--- src/fbd_pkg.sv ---
// shared constants and types for the fourteen-bit instruction decoder
// Contract
// - instruction words are 14 bits: an operation code and operand fields.
// - byte operations send the result to acc when d is 0, file when 1.
// - the file address operand is 7 bits, registers 0x00 to 0x7F.
// - a 3-bit operand selects one of eight bits in the addressed register.
// - literals are 8 bits; call 100 and jump 101 carry 11-bit targets.
// - one instruction cycle is four oscillator periods; ordinary ops finish in it.
// - taken tests and program counter changes add a second, no-operation cycle.
// - file operations read the register, modify, then write the destination.
// - don't-care encoding bits are ignored whatever their value.
// - byte group 00; field 0111 adds, 0010 subtracts acc; both update C, DC, Z.
// - byte fields 0100, 0110, 0101 do OR, XOR, AND with zero flag only.
// - byte fields 1101 and 1100 rotate left or right through carry only.
// - fields 1011 and 1111 decrement or increment, skip on zero, flags untouched.
// - bit group 01: clear, set, skip if clear, skip if set; no flags.
// - literal fields 1000, 1010, 1001 OR, XOR, AND into acc, zero flag only.
// - literal 111x adds, 110x subtracts acc from literal; update C, DC, Z.
// - control words ending 1000 and 1001 return from call and interrupt, two cycles.
// - return with literal loads acc and returns, taking two cycles.
// - low byte 0110 0100 clears the watchdog and updates timeout and powerdown bits.
// - low byte 0110 0011 enters standby, updating timeout and powerdown bits.
// - the read part of an io port access samples pins, not the latch.
// - an instruction write to the timer count clears its assigned prescaler.
package fbd_pkg;
  localparam int INSTR_W = 14;
  localparam int DATA_W = 8;
  localparam int FADDR_W = 7;
  localparam int JUMP_W = 11;
  localparam int PC_W = JUMP_W;
  localparam int PSC_W = 8;
  localparam int CTRL_W = 2;
  localparam int FILE_DEPTH = 128;
  localparam int STAT_W = 7;
  // instruction field positions
  localparam int GRP_MSB = 13;
  localparam int GRP_LSB = 12;
  localparam int OP_MSB = 11;
  localparam int OP_LSB = 8;
  localparam int SUB_MSB = 11;
  localparam int SUB_LSB = 10;
  localparam int SEL_MSB = 9;
  localparam int SEL_LSB = 8;
  localparam int BSEL_MSB = 9;
  localparam int BSEL_LSB = 7;
  localparam int DEST_BIT = 7;
  localparam int CALL_BIT = 11;
  localparam int ADD_BIT = 9;
  // encodings
  localparam logic [1:0] GRP_BYTE = 2'h0;
  localparam logic [1:0] GRP_BIT = 2'h1;
  localparam logic [1:0] GRP_JUMP = 2'h2;
  localparam logic [1:0] GRP_LIT = 2'h3;
  localparam logic [3:0] OP_CTRL = 4'h0;
  localparam logic [3:0] OP_ZERO = 4'h1;
  localparam logic [3:0] OP_SUB = 4'h2;
  localparam logic [3:0] OP_DEC = 4'h3;
  localparam logic [3:0] OP_OR = 4'h4;
  localparam logic [3:0] OP_AND = 4'h5;
  localparam logic [3:0] OP_XOR = 4'h6;
  localparam logic [3:0] OP_ADD = 4'h7;
  localparam logic [3:0] OP_MOVE = 4'h8;
  localparam logic [3:0] OP_INV = 4'h9;
  localparam logic [3:0] OP_INC = 4'hA;
  localparam logic [3:0] OP_DECSZ = 4'hB;
  localparam logic [3:0] OP_RRC = 4'hC;
  localparam logic [3:0] OP_RLC = 4'hD;
  localparam logic [3:0] OP_SWAP = 4'hE;
  localparam logic [3:0] OP_INCSZ = 4'hF;
  localparam logic [7:0] CTL_RET = 8'h08;
  localparam logic [7:0] CTL_RETIRQ = 8'h09;
  localparam logic [7:0] CTL_WDT = 8'h64;
  localparam logic [7:0] CTL_SLEEP = 8'h63;
  localparam logic [1:0] BIT_CLR = 2'h0;
  localparam logic [1:0] BIT_SET = 2'h1;
  localparam logic [1:0] BIT_TSTC = 2'h2;
  localparam logic [1:0] LIT_LOAD = 2'h0;
  localparam logic [1:0] LIT_RET = 2'h1;
  localparam logic [1:0] LIT_LOGIC = 2'h2;
  localparam logic [1:0] LOG_OR = 2'h0;
  localparam logic [1:0] LOG_AND = 2'h1;
  localparam logic [1:0] LOG_XOR = 2'h2;
  localparam logic [INSTR_W-1:0] NOP_WORD = 14'h0000;
  localparam logic [7:0] BYTE_ZERO = 8'h00;
  localparam logic [7:0] BYTE_ONE = 8'h01;
  localparam logic [7:0] BYTE_FULL = 8'hFF;
  // file addresses with side effects
  localparam logic [FADDR_W-1:0] FA_TIMER = 7'h01;
  localparam logic [FADDR_W-1:0] FA_PORT = 7'h05;
  // register map, byte addresses
  localparam logic [7:0] REG_CTRL = 8'h00;
  localparam logic [7:0] REG_STAT = 8'h04;
  localparam logic [7:0] REG_ACC = 8'h08;
  localparam logic [7:0] REG_PC = 8'h0C;
  localparam logic [7:0] REG_TIMER = 8'h10;
  localparam logic [7:0] REG_INSTR = 8'h14;
  localparam int CTRL_RUN = 0;
  localparam int CTRL_PSA = 1;
  localparam int CTRL_WAKE = 2;
  localparam int ST_C = 0;
  localparam int ST_DC = 1;
  localparam int ST_Z = 2;
  localparam int ST_TO = 3;
  localparam int ST_PD = 4;
  localparam int ST_STBY = 5;
  localparam int ST_IRQEN = 6;
  localparam int TMR_PSC_LSB = 8;
  // reset values and the prescaler maximum
  localparam logic [CTRL_W-1:0] CTRL_RST = 2'h0;
  localparam logic [PSC_W-1:0] PSC_RST = 8'h00;
  localparam logic [PSC_W-1:0] PSC_MAX = 8'hFF;
  localparam logic STAT_TO_RST = 1'b1;
  localparam logic STAT_PD_RST = 1'b1;

  typedef enum logic [1:0] {PH_FETCH, PH_READ, PH_MODIFY, PH_WRITE} fbd_phase_type;
endpackage

--- src/fbd_alu_if.sv ---
// operand and result bundle between the sequencer and the decoder
`timescale 1ns/1ps
`default_nettype none
interface fbd_alu_if;
  import fbd_pkg::*;
  logic [INSTR_W-1:0] instr;
  logic [DATA_W-1:0] acc;
  logic [DATA_W-1:0] fileVal;
  logic carryIn;
  logic [DATA_W-1:0] result;
  logic toAcc, toFile, setC, newC, setDc, newDc, setZ;
  logic skip, jump, call, ret, retIrq, wdtClr, sleep;
  modport seq (output instr, acc, fileVal, carryIn, input result, toAcc, toFile,
    setC, newC, setDc, newDc, setZ, skip, jump, call, ret, retIrq, wdtClr, sleep);
  modport alu (input instr, acc, fileVal, carryIn, output result, toAcc, toFile,
    setC, newC, setDc, newDc, setZ, skip, jump, call, ret, retIrq, wdtClr, sleep);
endinterface
`default_nettype wire

--- src/fbd_core.sv ---
// instruction sequencer, file registers and avalon-mm register slave
//
// Implementation choices: the register addresses and the Avalon-MM register port.
`timescale 1ns/1ps
`default_nettype none
module fbd_core
  import fbd_pkg::*;
#(
  parameter int STACK_DEPTH = 8
) (
  // clock and reset
  input wire logic clk,
  input wire logic rstn,
  // avalon-mm slave
  input wire logic [7:0] address,
  input wire logic read,
  input wire logic write,
  input wire logic [31:0] writedata,
  output logic [31:0] readdata,
  output logic waitrequest,
  // program memory
  output logic [PC_W-1:0] progAddr,
  input wire logic [INSTR_W-1:0] progWord,
  // io port
  input wire logic [DATA_W-1:0] portIn,
  output logic [DATA_W-1:0] portOut,
  // core events
  output logic wdtClear,
  output logic standby
);
  localparam int SP_W = $clog2(STACK_DEPTH);

  fbd_phase_type phase_q;
  logic [INSTR_W-1:0] instr_q;
  logic flush_q;
  logic [DATA_W-1:0] fileRd_q;
  logic [DATA_W-1:0] acc_q;
  logic carry_q, digitCarry_q, zero_q;
  logic timeoutStatusBit_q, powerdownStatusBit_q;
  logic irqEn_q, standby_q, wdtClr_q;
  logic [PC_W-1:0] pc_q;
  logic [SP_W-1:0] sp_q;
  logic [PC_W-1:0] stackMem [STACK_DEPTH];
  logic [DATA_W-1:0] fileMem [FILE_DEPTH];
  logic [DATA_W-1:0] timer_q, portLatch_q;
  logic [PSC_W-1:0] presc_q;
  logic [CTRL_W-1:0] ctrl_q;
  logic ack_q;
  logic [31:0] readdata_q;
  logic running, commit, fetch, wrFile, wrTimer, wrPort, wrRam;
  logic busReq, regWr, wake, timerTick, flushReq;
  logic [FADDR_W-1:0] fileAddr;
  logic [DATA_W-1:0] readVal;
  logic [STAT_W-1:0] statVec;
  logic [31:0] regMux;
  logic [SP_W-1:0] spPrev;

  fbd_alu_if alu ();

  fbd_decode u_decode (
    .bus(alu)
  );

  assign alu.instr = instr_q;
  assign alu.acc = acc_q;
  assign alu.fileVal = fileRd_q;
  assign alu.carryIn = carry_q;

  assign fileAddr = instr_q[FADDR_W-1:0];
  assign running = ctrl_q[CTRL_RUN] && !standby_q;
  assign fetch = (phase_q == PH_FETCH) && running;
  assign commit = (phase_q == PH_WRITE);
  assign wrFile = commit && alu.toFile;
  assign wrTimer = wrFile && (fileAddr == FA_TIMER);
  assign wrPort = wrFile && (fileAddr == FA_PORT);
  assign wrRam = wrFile && !wrTimer && !wrPort;
  assign flushReq = alu.skip || alu.jump || alu.ret;
  assign spPrev = sp_q - SP_W'(1);

  // the core only waits in the fetch phase, so a started cycle always completes
  always_ff @(posedge clk or negedge rstn) begin
    if (!rstn) begin
      phase_q <= PH_FETCH;
    end else begin
      case (phase_q)
        PH_FETCH: begin
          if (running) begin
            phase_q <= PH_READ;
          end
        end
        PH_READ: phase_q <= PH_MODIFY;
        PH_MODIFY: phase_q <= PH_WRITE;
        PH_WRITE: phase_q <= PH_FETCH;
        default: phase_q <= PH_FETCH;
      endcase
    end
  end

  // a discarded word is replaced by the no-operation word, so it has no effect
  always_ff @(posedge clk or negedge rstn) begin
    if (!rstn) begin
      instr_q <= NOP_WORD;
      flush_q <= 1'b0;
    end else if (fetch) begin
      instr_q <= flush_q ? NOP_WORD : progWord;
      flush_q <= 1'b0;
    end else if (commit) begin
      flush_q <= flushReq;
    end
  end

  // port reads look at the pins, so read-modify-write may alter input bits
  always_comb begin
    case (fileAddr)
      FA_TIMER: readVal = timer_q;
      FA_PORT: readVal = portIn;
      default: readVal = fileMem[fileAddr];
    endcase
  end

  // every instruction reads its file operand, even pure writes
  always_ff @(posedge clk or negedge rstn) begin
    if (!rstn) begin
      fileRd_q <= BYTE_ZERO;
    end else if (phase_q == PH_READ) begin
      fileRd_q <= readVal;
    end
  end

  always_ff @(posedge clk) begin
    if (wrRam) begin
      fileMem[fileAddr] <= alu.result;
    end
  end

  always_ff @(posedge clk or negedge rstn) begin
    if (!rstn) begin
      acc_q <= BYTE_ZERO;
    end else if (commit && alu.toAcc) begin
      acc_q <= alu.result;
    end
  end

  always_ff @(posedge clk or negedge rstn) begin
    if (!rstn) begin
      portLatch_q <= BYTE_ZERO;
    end else if (wrPort) begin
      portLatch_q <= alu.result;
    end
  end

  always_ff @(posedge clk or negedge rstn) begin
    if (!rstn) begin
      carry_q <= 1'b0;
      digitCarry_q <= 1'b0;
      zero_q <= 1'b0;
    end else if (commit) begin
      if (alu.setC) begin
        carry_q <= alu.newC;
      end
      if (alu.setDc) begin
        digitCarry_q <= alu.newDc;
      end
      if (alu.setZ) begin
        zero_q <= (alu.result == BYTE_ZERO);
      end
    end
  end

  always_ff @(posedge clk or negedge rstn) begin
    if (!rstn) begin
      timeoutStatusBit_q <= STAT_TO_RST;
      powerdownStatusBit_q <= STAT_PD_RST;
    end else if (commit && alu.wdtClr) begin
      timeoutStatusBit_q <= 1'b1;
      powerdownStatusBit_q <= 1'b1;
    end else if (commit && alu.sleep) begin
      timeoutStatusBit_q <= 1'b1;
      powerdownStatusBit_q <= 1'b0;
    end
  end

  always_ff @(posedge clk or negedge rstn) begin
    if (!rstn) begin
      wdtClr_q <= 1'b0;
    end else begin
      wdtClr_q <= commit && alu.wdtClr;
    end
  end

  // a sleep committed in the same cycle as a wake write keeps the core asleep
  always_ff @(posedge clk or negedge rstn) begin
    if (!rstn) begin
      standby_q <= 1'b0;
    end else if (commit && alu.sleep) begin
      standby_q <= 1'b1;
    end else if (wake) begin
      standby_q <= 1'b0;
    end
  end

  always_ff @(posedge clk or negedge rstn) begin
    if (!rstn) begin
      irqEn_q <= 1'b0;
    end else if (commit && alu.retIrq) begin
      irqEn_q <= 1'b1;
    end
  end

  // pc advances at fetch but holds in a branch's no-operation cycle, so the target runs
  always_ff @(posedge clk or negedge rstn) begin
    if (!rstn) begin
      pc_q <= '0;
    end else if (fetch) begin
      pc_q <= (flush_q && (alu.jump || alu.ret)) ? pc_q : pc_q + PC_W'(1);
    end else if (commit && alu.jump) begin
      pc_q <= instr_q[JUMP_W-1:0];
    end else if (commit && alu.ret) begin
      pc_q <= stackMem[spPrev];
    end
  end

  // the stack wraps silently; overflow loses the oldest return address
  always_ff @(posedge clk) begin
    if (commit && alu.call) begin
      stackMem[sp_q] <= pc_q;
    end
  end

  always_ff @(posedge clk or negedge rstn) begin
    if (!rstn) begin
      sp_q <= '0;
    end else if (commit && alu.call) begin
      sp_q <= sp_q + SP_W'(1);
    end else if (commit && alu.ret) begin
      sp_q <= spPrev;
    end
  end

  // timer counts instruction cycles, through the prescaler when assigned
  assign timerTick = commit && (!ctrl_q[CTRL_PSA] || (presc_q == PSC_MAX));

  always_ff @(posedge clk or negedge rstn) begin
    if (!rstn) begin
      presc_q <= PSC_RST;
    end else if (wrTimer && ctrl_q[CTRL_PSA]) begin
      presc_q <= PSC_RST;
    end else if (commit) begin
      presc_q <= presc_q + PSC_W'(1);
    end
  end

  always_ff @(posedge clk or negedge rstn) begin
    if (!rstn) begin
      timer_q <= BYTE_ZERO;
    end else if (wrTimer) begin
      timer_q <= alu.result;
    end else if (timerTick) begin
      timer_q <= timer_q + BYTE_ONE;
    end
  end

  // bus slave: every access waits exactly one cycle
  assign busReq = read || write;
  assign waitrequest = busReq && !ack_q;
  assign regWr = write && ack_q;
  assign wake = regWr && (address == REG_CTRL) && writedata[CTRL_WAKE];

  always_ff @(posedge clk or negedge rstn) begin
    if (!rstn) begin
      ack_q <= 1'b0;
    end else begin
      ack_q <= busReq && !ack_q;
    end
  end

  always_ff @(posedge clk or negedge rstn) begin
    if (!rstn) begin
      ctrl_q <= CTRL_RST;
    end else if (regWr && (address == REG_CTRL)) begin
      ctrl_q <= writedata[CTRL_W-1:0];
    end
  end

  always_comb begin
    statVec = '0;
    statVec[ST_C] = carry_q;
    statVec[ST_DC] = digitCarry_q;
    statVec[ST_Z] = zero_q;
    statVec[ST_TO] = timeoutStatusBit_q;
    statVec[ST_PD] = powerdownStatusBit_q;
    statVec[ST_STBY] = standby_q;
    statVec[ST_IRQEN] = irqEn_q;
  end

  always_comb begin
    case (address)
      REG_CTRL: regMux = 32'(ctrl_q);
      REG_STAT: regMux = 32'(statVec);
      REG_ACC: regMux = 32'(acc_q);
      REG_PC: regMux = 32'(pc_q);
      REG_TIMER: regMux = 32'({presc_q, timer_q});
      REG_INSTR: regMux = 32'(instr_q);
      default: regMux = '0;
    endcase
  end

  always_ff @(posedge clk or negedge rstn) begin
    if (!rstn) begin
      readdata_q <= '0;
    end else if (read && !ack_q) begin
      readdata_q <= regMux;
    end
  end

  assign readdata = readdata_q;
  assign progAddr = pc_q;
  assign portOut = portLatch_q;
  assign wdtClear = wdtClr_q;
  assign standby = standby_q;
endmodule
`default_nettype wire

--- src/fbd_decode.sv ---
// combinational instruction decoder and arithmetic unit
`timescale 1ns/1ps
`default_nettype none
module fbd_decode
  import fbd_pkg::*;
(
  // operands in, results out
  fbd_alu_if.alu bus
);
  logic [1:0] grp;
  logic [3:0] op;
  logic [1:0] sub;
  logic [2:0] bsel;
  logic [7:0] lit, src, addB, mask;
  logic isSub;
  logic [8:0] sum;
  logic [4:0] half;

  assign grp = bus.instr[GRP_MSB:GRP_LSB];
  assign op = bus.instr[OP_MSB:OP_LSB];
  assign sub = bus.instr[SUB_MSB:SUB_LSB];
  assign bsel = bus.instr[BSEL_MSB:BSEL_LSB];
  assign lit = bus.instr[DATA_W-1:0];
  assign mask = BYTE_ONE << bsel;
  assign src = (grp == GRP_LIT) ? lit : bus.fileVal;
  // subtraction is a plus not-b plus one, so carry means no borrow
  assign isSub = (grp == GRP_LIT) ? !bus.instr[ADD_BIT] : (op == OP_SUB);
  assign addB = isSub ? ~bus.acc : bus.acc;
  assign sum = {1'b0, src} + {1'b0, addB} + {8'h00, isSub};
  assign half = {1'b0, src[3:0]} + {1'b0, addB[3:0]} + {4'h0, isSub};

  always_comb begin
    bus.result = BYTE_ZERO;
    bus.toAcc = 1'b0;
    bus.toFile = 1'b0;
    bus.setC = 1'b0;
    bus.newC = sum[DATA_W];
    bus.setDc = 1'b0;
    bus.newDc = half[4];
    bus.setZ = 1'b0;
    bus.skip = 1'b0;
    bus.jump = 1'b0;
    bus.call = 1'b0;
    bus.ret = 1'b0;
    bus.retIrq = 1'b0;
    bus.wdtClr = 1'b0;
    bus.sleep = 1'b0;
    case (grp)
      GRP_BYTE: begin
        bus.toAcc = !bus.instr[DEST_BIT];
        bus.toFile = bus.instr[DEST_BIT];
        bus.setZ = 1'b1;
        case (op)
          OP_CTRL: begin
            bus.result = bus.acc;
            bus.toAcc = 1'b0;
            bus.setZ = 1'b0;
            bus.ret = (lit == CTL_RET) || (lit == CTL_RETIRQ);
            bus.retIrq = (lit == CTL_RETIRQ);
            bus.wdtClr = (lit == CTL_WDT);
            bus.sleep = (lit == CTL_SLEEP);
          end
          OP_ZERO: bus.result = BYTE_ZERO;
          OP_SUB, OP_ADD: begin
            bus.result = sum[DATA_W-1:0];
            bus.setC = 1'b1;
            bus.setDc = 1'b1;
          end
          OP_DEC: bus.result = bus.fileVal - BYTE_ONE;
          OP_OR: bus.result = bus.fileVal | bus.acc;
          OP_AND: bus.result = bus.fileVal & bus.acc;
          OP_XOR: bus.result = bus.fileVal ^ bus.acc;
          OP_MOVE: bus.result = bus.fileVal;
          OP_INV: bus.result = ~bus.fileVal;
          OP_INC: bus.result = bus.fileVal + BYTE_ONE;
          OP_DECSZ, OP_INCSZ: begin
            bus.setZ = 1'b0;
            bus.result = (op == OP_INCSZ) ? bus.fileVal + BYTE_ONE : bus.fileVal - BYTE_ONE;
            bus.skip = (op == OP_INCSZ) ? (bus.fileVal == BYTE_FULL)
                                        : (bus.fileVal == BYTE_ONE);
          end
          OP_RRC, OP_RLC: begin
            bus.setZ = 1'b0;
            bus.setC = 1'b1;
            bus.newC = (op == OP_RLC) ? bus.fileVal[DATA_W-1] : bus.fileVal[0];
            bus.result = (op == OP_RLC) ? {bus.fileVal[DATA_W-2:0], bus.carryIn}
                                        : {bus.carryIn, bus.fileVal[DATA_W-1:1]};
          end
          default: begin
            bus.setZ = 1'b0;
            bus.result = {bus.fileVal[3:0], bus.fileVal[7:4]};
          end
        endcase
      end
      GRP_BIT: begin
        bus.result = (sub == BIT_CLR) ? (bus.fileVal & ~mask) : (bus.fileVal | mask);
        bus.toFile = (sub == BIT_CLR) || (sub == BIT_SET);
        bus.skip = (sub == BIT_TSTC) ? !bus.fileVal[bsel] :
                   (sub != BIT_SET) && (sub != BIT_CLR) && bus.fileVal[bsel];
      end
      GRP_JUMP: begin
        bus.jump = 1'b1;
        bus.call = !bus.instr[CALL_BIT];
      end
      default: begin
        bus.toAcc = 1'b1;
        bus.result = lit;
        bus.ret = (sub == LIT_RET);
        if (sub == LIT_LOGIC) begin
          bus.setZ = 1'b1;
          case (bus.instr[SEL_MSB:SEL_LSB])
            LOG_OR: bus.result = bus.acc | lit;
            LOG_AND: bus.result = bus.acc & lit;
            LOG_XOR: bus.result = bus.acc ^ lit;
            default: begin
              bus.toAcc = 1'b0;
              bus.setZ = 1'b0;
            end
          endcase
        end else if (sub != LIT_LOAD && sub != LIT_RET) begin
          bus.result = sum[DATA_W-1:0];
          bus.setC = 1'b1;
          bus.setDc = 1'b1;
          bus.setZ = 1'b1;
        end
      end
    endcase
  end
endmodule
`default_nettype wire

--- config.mk ---
export PLATFORM = sky130hd
export DESIGN_NAME = fbd_core
export DESIGN_NICKNAME = d
export VERILOG_FILES = /design/src/fbd_pkg.sv /design/src/fbd_alu_if.sv /design/src/fbd_core.sv /design/src/fbd_decode.sv
export SDC_FILE = /design/constraint.sdc
export NUM_CORES = 2
export LEC_CHECK = 0
export BUFFER_PORTS_ARGS = -buffer_cell sky130_fd_sc_hd__buf_2
export CORE_MARGIN = 3
export CORE_UTILIZATION = 47
export DETAILED_ROUTE_END_ITERATION = 12
export PLACE_DENSITY = 0.72
export SLEW_MARGIN = 20
export SYNTH_ARGS = -nofsm -noshare
export SYNTH_HDL_FRONTEND = slang
export SYNTH_SLANG_ARGS = --single-unit
--- constraint.sdc ---
create_clock -name clk -period 7.4 [get_ports clk]
set_input_delay 0 -clock clk [delete_from_list [all_inputs] [get_ports clk]]
set_output_delay 0 -clock clk [all_outputs]
set_load 0.02 [all_outputs]
==> impl_metrics.json <==
{
  "regToRegStartpoint": "alu.instr[9]",
  "setup_viol": 0,
  "viasPerCell": 6.221,
  "gp_congestion": 0.9796,
  "cts_sinks": 1209,
  "antenna_found_initial": 2,
  "htree_num_levels": 3,
  "ir_worst_vdd_mv": 1.138,
  "reg2reg_slack_ns": 2.13,
  "synth_top_area_frac": 0.6505,
  "clk_pin_slew_ns": 0.06,
  "power.density_nw_per_um2": 525.4,
  "ys_ff_latch": 1209,
  "cts-root-buf": "clkbuf_16",
  "clock.fmax_mhz": 189.6,
  "syn_area_um2": 51330,
  "first_global_vias": 28402,
  "combPwrFrac": 0.390,
  "switching_share": 0.3806,
  "crit_chain": "nand2b_1, o31ai_2, buf_4, xnor2_1, ha_1, a21oi_1, nor2b_1, a311o_1, a211oi_1, o21ai_0, a21oi_4, buf_4",
  "clkPwrFrac": 0.198,
  "avgSynthCellArea_um2": 17.29,
  "outcome": "complete, no violations",
  "cp_slowest_cell": "a21oi_4",
  "power.leakage_nw": 19.43,
  "die-area_um2": 113200,
  "wl_per_cell_um": 28.38,
  "tns_ns": 0,
  "dr.pass1.iters": 7,
  "grt_max_degree": 133,
  "maxSlewHeadroom": 0.2645,
  "cts_buffers": 117,
  "die_h_um": 336.5,
  "clockBufferDepth": 3,
  "track_usage": 0.2326,
  "drt-initial-drc-count": 3321,
  "regArea_um2": 35830,
  "drc": 0,
  "start_util": 0.4768,
  "switchingPower_mw": 11.52,
  "fill_cells": 8240,
  "worstMarginPinSlew_ns": 1.101,
  "slowest_delay_ns": 0.91,
  "cp_max_fo": 48,
  "post-dp-hpwl_um": 82420,
  "min_period_over_period": 0.7126,
  "core-area_um2": 107700,
  "ys_top_cells_by_area": "edfxtp_1 65%, mux4_2 13%, dfrtp_1 4.7%",
  "internal_power_mw": 18.75,
  "hold_viol_final": 0,
  "multiInputGateArea_um2": 14540,
  "endpoint": "fileMem[44][5]",
  "post-place-cells": 4346,
  "endpoint_kind": "flip-flop",
  "cp_common_cell": "buf_4",
  "dieWidth_um": 336.5,
  "async_flop_share": 0.08023,
  "max_cap_viol_count": 0,
  "critPathLaunch": "alu.instr[9]",
  "reg2regPathDepth": 12,
  "cts_tree": "built",
  "clock_skew_ns": 0.04028,
  "power.total_mw": 30.28,
  "portBuffers": 74,
  "critPathLaunchType": "flip-flop",
  "arrival_ns": 5.72,
  "layout.cells.non_filler": 4612,
  "synth_edf_count": 1112,
  "final_max_slew_viol_count": 0,
  "ant_nets": 0,
  "fin_nets": 3224,
  "yosysWarnings": 0,
  "drive_above_1_share": 0.2117,
  "vias": 28693,
  "r2r_end": "fileMem[44][5]",
  "synthCells": 2969,
  "placed_cell_area_um2": 53260,
  "insertion_delay_ns": 0.72,
  "crit_type": "flip-flop to flip-flop",
  "synth_most_common_cell": "edfxtp_1",
  "ys.flop_type": "edfxtp_1",
  "yosys-top-cells-count": "1112 x edfxtp_1, 297 x mux4_2, 229 x nor2_1",
  "synth_largest_area_cell": "edfxtp_1",
  "syn_to_final_growth_pct": 12.26,
  "crit_required_ns": 7.84,
  "ys_seq_area_frac": 0.6978,
  "grt_setup_unrepaired": "false",
  "gr-total-overflow": 0,
  "pwr-share-seq": 0.412,
  "boundaryPins": 120,
  "row_count": 120,
  "min_period_ns": 5.274,
  "ys_types": 88,
  "drt-total-wl_um": 130900,
  "grt_pass1_wl_um": 193500,
  "hp-class": "input pin to flip-flop",
  "postLayoutCellArea_um2": 57620
}
[worst min path at each step]
stage / startpoint / to / slack (ns) / cells after the start
finish: address[0] / readdata[5] / 0.08 / 5
global route: address[0] / readdata[5] / 0.09 / 5
CTS: address[0] / readdata[5] / 0.03 / 5
detailed placement: rstn / alu.instr[5] / 0.03 / 1
global placement: rstn / alu.instr[10] / 0.03 / 1
floorplan: rstn / acc_q[0] / -0.30 / 0
[stage by stage]
step                hold slack [ns]  setup slack, ns    util
floorplan                   -0.2956           0.1318       -
global placement            0.02881            2.374  0.4947
detailed placement          0.02520            2.224  0.4947
CTS                         0.03288            2.196  0.5351
global route                0.08633            1.825  0.5353
finish                      0.07685            2.126  0.5353
[power by group through the flow]
stage	registers (mW)	clock network [mW]	logic (mW)
floorplan	11.8	0	6.62
global placement	12.6	0	11.4
detailed placement	12.6	0	11.7
CTS	12.5	6.07	11.7
global route	12.5	6.37	12.6
finish	12.5	6.00	11.8
[routing by layer]
metal	vias up	wire length, um	GRT usage
met4	0	5523	0.09296
met2	1479	61540	0.3652
met5	-	0	0
met1	14767	51840	0.3235
li1	12147	-	-
met3	300	11980	0.04552
[repair_timing]
action,CTS,global route
hold endpoints to repair,72,0
gates resized for setup,0,0
setup buffers,0,0
hold buffers,44,0
[cells by family (layout without fill, tap and decap cells)]
| group | count (synthesis) | in the layout | share of synthesized area |
|---|---|---|---|
| AOI/OAI and AO/OA | 404 | 404 | 0.05336 |
| xor gates and xnor gates | 37 | 37 | 0.006313 |
| adders and majority gates | 52 | 52 | 0.01282 |
| buffers and inverters | 248 | 456 | 0.02299 |
| DFF | 1209 | 1209 | 0.6978 |
| muxes | 398 | 398 | 0.1505 |
| other | 1 | 33 | 0.00007305 |
| and+or+nand+nor | 620 | 620 | 0.05616 |
[state kept, by name, summed over array words and instances (netlist names)]
| name | flops |
|---|---|
| alu.fileVal | 8 |
| alu.carryIn | 1 |
| flush_q | 1 |
| acc_q | 8 |
| fileMem | 1024 |
| wdtClear | 1 |
| phase_q | 2 |
| powerdownStatusBit_q | 1 |
| digitCarry_q | 1 |
| standby | 1 |
| alu.instr | 14 |
| progAddr | 11 |
| sp_q | 3 |
| irqEn_q | 1 |
| ctrl_q | 2 |
| portOut | 8 |
| zero_q | 1 |
| timer_q | 8 |
| readdata | 16 |
| stackMem | 88 |
| presc_q | 8 |
| ack_q | 1 |
[placed cells by master (no fill, tap or decap), drive strengths merged, types with 51 or more instances in the layout]
master	instances
clkbuf	144
buf	143
clkinv	59
a21oi	84
nand2	172
mux4	297
dfrtp	96
o21ai	95
edfxtp	1112
nor2	229
mux2i	82
ha	51
[layout make-up]
type                       count  area share
multi-input combinational   1543      0.2523
timing repair buffer         186     0.02458
clock buffer                 144     0.05417
antenna                        1  0.00004343
inverter                      49    0.003235
clock inverter                77     0.01331
sequential                  1209      0.6219
tap                         1403     0.03046
[worst max-delay path: cells and delay by family, from the launching register on]
kind | cells | cell delay, ns
xor+xnor | 1 | 0.13
buf+inv | 2 | 0.78
flops | 1 | 0.79
simple gates | 2 | 0.36
fa+ha+maj | 1 | 0.31
compound gates | 6 | 2.54
Power figures use the tool's default switching activity.
